File: src/pkg/hbs_pkg.sv
// ----------------------------------------------------------------
// Brake sequencer constants
// ----------------------------------------------------------------
package hbs_pkg;
  // Clock and tick timing
  localparam int CLK_PERIOD_PS = 5000; // 200 MHz master clock
  localparam int TICK_MS = 1; // Common timer tick in ms
  localparam int TICK_CYCLES = (TICK_MS * 1000000000) / CLK_PERIOD_PS;
  // Field widths
  localparam int SPEED_W = 14; // Speed in rpm
  localparam int DELAY_W = 14; // Delay in ms
  localparam int WAIT_W = 7; // Wait in 10 ms units
  localparam int ASSIGN_W = 3; // Terminal assignment digit
  localparam int N_TERM = 6; // General output terminals
  // Brake-to-de-energize delay
  localparam logic [DELAY_W-1:0] DELAY_MAX = 14'h2710; // 10000 ms
  localparam logic [DELAY_W-1:0] DELAY_RST = 14'h0000;
  // Brake speed threshold
  localparam logic [SPEED_W-1:0] THR_MAX = 14'h2710; // 10000 rpm
  localparam logic [SPEED_W-1:0] THR_RST = 14'h0064; // 100 rpm
  // De-energize-to-brake wait
  localparam logic [WAIT_W-1:0] WAIT_MIN = 7'h0a;
  localparam logic [WAIT_W-1:0] WAIT_MAX = 7'h64;
  localparam logic [WAIT_W-1:0] WAIT_RST = 7'h32;
  localparam logic [DELAY_W-1:0] WAIT_UNIT_MS = 14'h000a;
  // Output terminal assignment
  localparam logic [ASSIGN_W-1:0] ASSIGN_RST = 3'h2;
  localparam logic [ASSIGN_W-1:0] ASSIGN_OFF = 3'h6;
  // Motor stop methods
  typedef enum logic [1:0] {
    STOP_SHORT = 2'h0, // Windings short-circuited
    STOP_COAST = 2'h1, // Free coast
    STOP_ZERO = 2'h2, // Zero speed command
    STOP_DECEL = 2'h3 // Emergency torque decel
  } hbs_stop_type;
  // State after motor stop
  typedef enum logic [1:0] {
    POST_SHORT = 2'h0,
    POST_FREE = 2'h1,
    POST_ZERO_POS = 2'h2
  } hbs_post_type;
  // Sequencer states
  typedef enum logic [4:0] {
    ST_OFF = 5'h01, // Servo off, brake applied
    ST_ON = 5'h02, // Servo on, brake released
    ST_DELAY = 5'h04, // Brake applied, still energized
    ST_ZSTOP = 5'h08, // Zero speed decel, energized
    ST_AWAIT = 5'h10 // De-energized, brake still released
  } hbs_state_type;
endpackage : hbs_pkg

File: src/verilog/hbs_brake_seq.sv
`timescale 1ns/1ps
// Behaviour
// - Brake engages when servo off or alarm
// - Brake stays released during overtravel
// - Route brake to terminal 0-5, 6 off
// - Terminal is OR of assigned signals
// - Stopped servo off: brake first, delayed de-energize
// - Alarm de-energizes at once, ignoring delay, except for zero speed stops
// - Rotating alarm: brake below speed threshold
// - Rotating alarm: brake after wait time
// - Zero speed stop: delay after motor stops
// - Threshold clamped to motor maximum speed
// - Four stop methods supported
// - Three post-stop states reported
// - Zero speed stop default for permitting alarms
// - Servo off stop method from selector
module hbs_brake_seq #(
  parameter int TICK_CYCLES = hbs_pkg::TICK_CYCLES
) (
  // Clock and reset
  input wire logic mclk,
  input wire logic resetn,
  // Host commands
  input wire logic servo_on_command,
  input wire logic servo_off_command,
  // Drive status
  input wire logic alarm,
  input wire logic alarm_zero_speed_ok,
  input wire logic overtravel,
  input wire logic [hbs_pkg::SPEED_W-1:0] motor_speed,
  input wire logic [hbs_pkg::SPEED_W-1:0] motor_max_speed,
  // Configuration
  input wire logic [hbs_pkg::DELAY_W-1:0] brake_to_deenergize_delay,
  input wire logic [hbs_pkg::SPEED_W-1:0] brake_speed_threshold,
  input wire logic [hbs_pkg::WAIT_W-1:0] deenergize_to_brake_wait,
  input wire logic [hbs_pkg::ASSIGN_W-1:0] output_assign_config,
  input wire logic [1:0] stop_method_select,
  // Other signals per terminal
  input wire logic [hbs_pkg::N_TERM-1:0] other_terminal_signals,
  // Outputs
  output logic brake_release_out,
  output logic motor_energized,
  output logic overtravel_hold,
  output logic [hbs_pkg::N_TERM-1:0] general_output_terminal,
  output logic [1:0] stop_method_active,
  output logic [1:0] post_stop_state
);
  // ----------------------------------------------------------------
  // Declarations
  // ----------------------------------------------------------------
  hbs_pkg::hbs_state_type state_reg, state_next; // Sequencer state
  logic [hbs_pkg::DELAY_W-1:0] ms_reg, ms_next; // Ms since entry
  hbs_pkg::hbs_stop_type method_reg, method_next; // Applied method
  logic [hbs_pkg::ASSIGN_W-1:0] assign_reg, assign_next; // Latched route
  logic cfg_done_reg, cfg_done_next; // Route captured
  logic release_reg, release_next;
  logic energ_reg, energ_next;
  logic ot_reg, ot_next;
  logic [1:0] post_reg, post_next;
  logic [hbs_pkg::N_TERM-1:0] term_reg, term_next;
  logic tick; // 1 ms tick
  logic moving; // Motor rotating
  logic [hbs_pkg::SPEED_W-1:0] thr_eff; // Clamped threshold
  logic [hbs_pkg::DELAY_W-1:0] delay_eff; // Clamped delay
  logic [hbs_pkg::WAIT_W-1:0] wait_eff; // Clamped wait
  logic [hbs_pkg::DELAY_W-1:0] wait_ms; // Wait in ms
  hbs_pkg::hbs_stop_type alarm_method; // Method for alarm stop
  hbs_pkg::hbs_stop_type stop_method; // Method for this stop

  // ----------------------------------------------------------------
  // Tick and derived settings
  // ----------------------------------------------------------------
  hbs_tick #(.TICK_CYCLES(TICK_CYCLES)) u_tick (
    .mclk(mclk),
    .resetn(resetn),
    .tick(tick)
  );

  // Clamp settings into range
  always_comb begin
    moving = (motor_speed != '0);
    thr_eff = (brake_speed_threshold > hbs_pkg::THR_MAX) ? hbs_pkg::THR_MAX : brake_speed_threshold;
    if (thr_eff > motor_max_speed) begin
      thr_eff = motor_max_speed;
    end
    delay_eff = (brake_to_deenergize_delay > hbs_pkg::DELAY_MAX) ? hbs_pkg::DELAY_MAX
                                                                   : brake_to_deenergize_delay;
    if (deenergize_to_brake_wait < hbs_pkg::WAIT_MIN) begin
      wait_eff = hbs_pkg::WAIT_MIN;
    end else if (deenergize_to_brake_wait > hbs_pkg::WAIT_MAX) begin
      wait_eff = hbs_pkg::WAIT_MAX;
    end else begin
      wait_eff = deenergize_to_brake_wait;
    end
    wait_ms = hbs_pkg::DELAY_W'(hbs_pkg::DELAY_W'(wait_eff) * hbs_pkg::WAIT_UNIT_MS);
    // Zero speed where the alarm allows it, else the selector
    alarm_method = alarm_zero_speed_ok ? hbs_pkg::STOP_ZERO
                                       : hbs_pkg::hbs_stop_type'(stop_method_select);
    stop_method = alarm ? alarm_method : hbs_pkg::hbs_stop_type'(stop_method_select);
  end

  // ----------------------------------------------------------------
  // Sequencer
  // ----------------------------------------------------------------
  // Next state, timer and applied method
  always_comb begin
    state_next = state_reg;
    method_next = method_reg;
    unique case (state_reg)
      hbs_pkg::ST_OFF: begin
        // Servo on refused while alarm stands
        if (servo_on_command && !servo_off_command && !alarm) begin
          state_next = hbs_pkg::ST_ON;
        end
      end
      hbs_pkg::ST_ON: begin
        // Stop on alarm or servo off
        if (alarm || servo_off_command) begin
          method_next = stop_method;
          if (moving && stop_method == hbs_pkg::STOP_ZERO) begin
            state_next = hbs_pkg::ST_ZSTOP;
          end else if (moving) begin
            state_next = hbs_pkg::ST_AWAIT;
          end else if (alarm) begin
            state_next = hbs_pkg::ST_OFF;
          end else begin
            state_next = hbs_pkg::ST_DELAY;
          end
        end
      end
      hbs_pkg::ST_DELAY: begin
        // Hold energized until delay runs out or an alarm ends a non-zero-speed stop
        if (alarm && method_reg != hbs_pkg::STOP_ZERO) begin
          state_next = hbs_pkg::ST_OFF;
        end else if (ms_reg >= delay_eff) begin
          state_next = hbs_pkg::ST_OFF;
        end
      end
      hbs_pkg::ST_ZSTOP: begin
        // Decelerate to stop, then brake and delay
        if (!moving) begin
          state_next = hbs_pkg::ST_DELAY;
        end
      end
      hbs_pkg::ST_AWAIT: begin
        // Whichever comes first: slow enough or waited out
        if (motor_speed < thr_eff) begin
          state_next = hbs_pkg::ST_OFF;
        end else if (ms_reg >= wait_ms) begin
          state_next = hbs_pkg::ST_OFF;
        end
      end
    endcase
    // Ms counter restarts on every state change
    if (state_next != state_reg) begin
      ms_next = '0;
    end else if (tick && ms_reg != '1) begin
      ms_next = ms_reg + hbs_pkg::DELAY_W'(1);
    end else begin
      ms_next = ms_reg;
    end
  end

  // Register sequencer
  always_ff @(posedge mclk or negedge resetn) begin
    if (!resetn) begin
      state_reg <= hbs_pkg::ST_OFF;
      ms_reg <= '0;
      method_reg <= hbs_pkg::STOP_SHORT;
    end else begin
      state_reg <= state_next;
      ms_reg <= ms_next;
      method_reg <= method_next;
    end
  end

  // ----------------------------------------------------------------
  // Outputs and terminal routing
  // ----------------------------------------------------------------
  // Output values from next state
  always_comb begin
    // Released while on, overtravel included, and during zero speed decel and await, applied in delay
    release_next = (state_next == hbs_pkg::ST_ON) ||
                   (state_next == hbs_pkg::ST_ZSTOP) || (state_next == hbs_pkg::ST_AWAIT);
    energ_next = (state_next == hbs_pkg::ST_ON) || (state_next == hbs_pkg::ST_ZSTOP) ||
                 (state_next == hbs_pkg::ST_DELAY);
    ot_next = overtravel && (state_next == hbs_pkg::ST_ON);
    // Post-stop state
    if (state_next == hbs_pkg::ST_DELAY) begin
      post_next = hbs_pkg::POST_ZERO_POS;
    end else if (method_next == hbs_pkg::STOP_SHORT) begin
      post_next = hbs_pkg::POST_SHORT;
    end else begin
      post_next = hbs_pkg::POST_FREE;
    end
    // Route captured once after reset
    cfg_done_next = 1'b1;
    assign_next = cfg_done_reg ? assign_reg : output_assign_config;
  end

  // Per-terminal OR of assigned signals
  for (genvar gi = 0; gi < hbs_pkg::N_TERM; gi++) begin : g_term
    always_comb begin
      // Route as it stands after this edge, so a first-edge servo on lands right
      term_next[gi] = other_terminal_signals[gi] ||
                      (release_next && assign_next == hbs_pkg::ASSIGN_W'(gi));
    end
  end

  // Register outputs
  always_ff @(posedge mclk or negedge resetn) begin
    if (!resetn) begin
      release_reg <= 1'b0;
      energ_reg <= 1'b0;
      ot_reg <= 1'b0;
      post_reg <= hbs_pkg::POST_SHORT;
      cfg_done_reg <= 1'b0;
      assign_reg <= hbs_pkg::ASSIGN_RST;
      term_reg <= '0;
    end else begin
      release_reg <= release_next;
      energ_reg <= energ_next;
      ot_reg <= ot_next;
      post_reg <= post_next;
      cfg_done_reg <= cfg_done_next;
      assign_reg <= assign_next;
      term_reg <= term_next;
    end
  end

  assign brake_release_out = release_reg;
  assign motor_energized = energ_reg;
  assign overtravel_hold = ot_reg;
  assign general_output_terminal = term_reg;
  assign stop_method_active = method_reg;
  assign post_stop_state = post_reg;
endmodule : hbs_brake_seq

File: src/verilog/hbs_tick.sv
`timescale 1ns/1ps
// ----------------------------------------------------------------
// Millisecond tick generator
// ----------------------------------------------------------------
module hbs_tick #(
  parameter int TICK_CYCLES = hbs_pkg::TICK_CYCLES
) (
  // Clock and reset
  input wire logic mclk,
  input wire logic resetn,
  // Tick out
  output logic tick
);
  localparam int CW = $clog2(TICK_CYCLES + 1);
  localparam logic [CW-1:0] LAST = CW'(TICK_CYCLES - 1);

  logic [CW-1:0] cnt_reg; // Cycle counter
  logic [CW-1:0] cnt_next;
  logic tick_reg; // One-cycle tick
  logic tick_next;

  // Count cycles, pulse on wrap
  always_comb begin
    tick_next = (cnt_reg == LAST);
    cnt_next = tick_next ? '0 : cnt_reg + CW'(1);
  end

  // Register counter
  always_ff @(posedge mclk or negedge resetn) begin
    if (!resetn) begin
      cnt_reg <= '0;
      tick_reg <= 1'b0;
    end else begin
      cnt_reg <= cnt_next;
      tick_reg <= tick_next;
    end
  end

  assign tick = tick_reg;
endmodule : hbs_tick
File: config.mk
export PLATFORM = sky130hd
export DESIGN_NAME = hbs_brake_seq
export DESIGN_NICKNAME = d
export VERILOG_FILES = /design/src/pkg/hbs_pkg.sv /design/src/verilog/hbs_brake_seq.sv /design/src/verilog/hbs_tick.sv
export SDC_FILE = /design/constraint.sdc
export NUM_CORES = 1
export LEC_CHECK = 0
export ABC_AREA = 1
export BUFFER_PORTS_ARGS = -buffer_cell sky130_fd_sc_hd__buf_4
export CAP_MARGIN = 20
export CORE_ASPECT_RATIO = 0.7
export CORE_MARGIN = 10
export CORE_UTILIZATION = 62
export DETAILED_ROUTE_END_ITERATION = 6
export PLACE_DENSITY = 0.88
export SETUP_SLACK_MARGIN = 0.4
export SYNTH_ARGS = -nofsm -noshare
export SYNTH_HDL_FRONTEND = slang
export SYNTH_SLANG_ARGS = --single-unit
File: constraint.sdc
create_clock -name mclk -period 7.1 [get_ports mclk]
set_clock_uncertainty 0.15 [all_clocks]
set_input_delay 0 -clock mclk [delete_from_list [all_inputs] [get_ports mclk]]
set_output_delay 0 -clock mclk [all_outputs]
set_load 0.1 [all_outputs]
==> summary.txt <==
status: complete, but fails checks
failing checks: negative hold slack
final hold viol count: 1
xor and xnor area share after synthesis: 0.02774
crit path DAT: 4240 ps
worst-margin pin slew: 690.1 ps
Pre-antenna DRT Iters: 5
mux cell area share after synthesis: 0
final worst path period share: 0.5975
die area: 12210 sq um
row count: 27
wire per inst: 14.93 um
CP most frequent cell: nand2_1
Initial Util: 0.6390
antenna violations before repair: 0
Ports: 94
slew margin rel.: 0.5400
Synth top cells by count: nand2_1, inv_1, nor2_1
simple-gate share of the synthesized area: 0.3203
crit path buf inv count: 4
Critical Path Slowest Stage Cell: o21ai_4
largest net degree at the start of global routing: 56
DIE HEIGHT: 95.52 um
max-slew violation count: 0
Crit path largest cell delay: 430 ps
drc violations: 0
grt ovf: 0
Layout fillers: 567
cell family with most CP delay: simple AND/OR/NAND/NOR gates
setup bufs post-CTS: 0
Syn. warnings: 0
CP startpoint kind: primary input
Mapped Cells: 707
Hold Slack: -3.574 ps
root buf cell: clkbuf_16
Crit Reg-Reg Startpoint: ms_reg[7]
vias in the first global route: 5057
Core Region: 7905 sq um
Setup crit end kind: flop
main combinational cell family by area after synthesis: simple AND/OR/NAND/NOR gates
Post-Syn Nets: 852
Max Cap Viol: 0
Port Buffers: 93
Post-synth EDFFs: 0
share of cells above drive strength 1: 0.1902
pwr dens: 234.0 nW/um^2
synthesized area: 5051 sq um
top_reg_cell synth: dfrtp_1
FF-to-FF setup slack: 4010 ps
kind of critical path: in2reg
worst setup path startpoint: brake_speed_threshold[7]
Mean Syn Cell Area: 7.144 sq um
Placer Congestion: 0.9404
WL final: 13680 um
nets@finish: 959
Compound-Gate Fraction of Synth Area: 0.1102
CP endpoint: ms_reg[0]
Post-synth ARST share: 1.000
Reg2Reg Depth: 13
Worst Path Max Fanout: 27
# setup viols final: 0
Pwr Total: 1.438 mW
Clk pin slew, worst setup/hold paths: 70 ps
Critical Path Stages: 30
Worst-Skew Late Latency: 290 ps
GRT Resource Usage Total: 0.2248
H-tree depth: 2
worst-case clock buffer depth: 2
first-pass GRT wire length: 23140 um
count of different cell masters after synthesis: 52
Hold Path Class: in2reg
RSZ-0062 raised after global routing: no
number of flip-flops in the largest register: 18
chip width: 127.9 um
sequential fraction of the synthesis area: 0.2730
static leakage: 3.282 nW
leading cell type by number of instances after synthesis: nand2_1
fin crit period: 4243 ps
area growth from synthesis to layout: 21.70%
DPL Wire Length: 10980 um
Final ANT Viol Nets: 0
DRT iter0 DRCs: 378
DR vias/cell: 5.455
clock sink total: 55
Num CTS Buffers: 5
Highest Clock Rate: 235.7 MHz
dominant cells by area after synthesis: dfrtp_1, ha_1, nand2_1, inv_1, nor2_1
via count: 4997
number of diodes: 0
Yosys reg bits: 55
r2r endpoint: ms_reg[13]
Synth top area share: 0.2626
Required @ worst endpoint: 7100 ps
worst vdd ir: 0.0004431 V
Synth Area in Adders: 0.1600
CTS tree: built
setup_tns: 0 ps
Synth area leader: dfrtp_1
-- cell families after synthesis --
logic type	after synthesis
flops	55
other cells	1
compound gates	94
simple gates	336
fa+ha+maj	64
buf+inv	141
xor+xnor	16
-- worst min-delay path, cell delays in order --
cell and delay [ps]:
buf_4 80, a21oi_1 40, o21ai_0 260
-- power by group --
group | internal, mW | total (mW) | switching [mW]
Sequential | 0.352 | 0.384 | 0.0316
Clock | 0.167 | 0.280 | 0.114
Combinational | 0.227 | 0.774 | 0.547
Total | 0.746 | 1.44 | 0.692
-- per-layer routing --
metal  global-route usage  part of all wire
met5             0.007843                 0
met4              0.05140            0.0083
met3              0.04933             0.073
met2               0.3837              0.48
met1               0.2851              0.44
-- stage by stage --
stage | setup slack, ps | hold slack, ps | utilization | cell area [sq um] | cells
2_1_floorplan | 3329 | -445.6 | - | 5051 | 707
3_3_place_gp | 2901 | -75.55 | 0.7376 | 5831 | 893
3_5_place_dp | 2650 | -63.49 | 0.7376 | 5831 | 893
4_1_cts | 2917 | 7.711 | 0.7776 | 6147 | 916
5_1_grt | 2455 | 14.71 | 0.7776 | 6147 | 916
6_report | 2857 | -3.574 | 0.7776 | 6147 | 916
-- cells in the final DEF, fill, tap and decap left out, types with 2 or more instances in the layout --
cell type,instances
nand2_1,150
dfstp_2,2
o211ai_1,2
o21a_1,3
nor3_2,12
a21o_1,3
nor2_2,2
nor2_4,2
a211oi_1,3
o21ai_0,27
nand2_2,5
nand4_1,9
dlygate4sd3_1,15
nor4_1,8
nand3_1,28
nor2_1,84
or2_2,3
o21ai_2,2
xor2_1,13
nand3_2,2
dfrtp_1,53
ha_1,63
nor4_4,3
buf_4,93
nor3_1,18
o22ai_1,2
nor4_2,2
clkbuf_16,5
a21oi_1,42
xnor2_1,3
inv_1,122
inv_2,10
-- repair_timing --
| action | CTS | global route |
|---|---|---|
| hold buffers | 15 | 0 |
| endpoints found under the hold margin | 68 | 0 |
| resized for setup | 0 | 0 |
-- final cells by class --
type                    count  area (sq um)  area share
multi-input cells         511          3127      0.5087
well taps                 101         126.4     0.02056
flip-flops and latches     55          1379      0.2243
clock inverters             2         37.54    0.006106
repair buffers            108         848.3      0.1380
inverters                 133         500.5     0.08142
clock buffers               6         128.9     0.02096
-- how the worst min path moves through the flow --
stage                           from                    end  cells past startpoint
4_1_cts        stop_method_select[1]  stop_method_active[1]                      3
3_3_place_gp                  resetn     u_tick.cnt_reg[16]                      1
2_1_floorplan                 resetn          assign_reg[0]                      0
6_report       stop_method_select[1]  stop_method_active[1]                      3
5_1_grt        stop_method_select[1]  stop_method_active[1]                      3
3_5_place_dp                  resetn     u_tick.cnt_reg[16]                      1
Note: power is estimated with default switching activity, not from simulation.
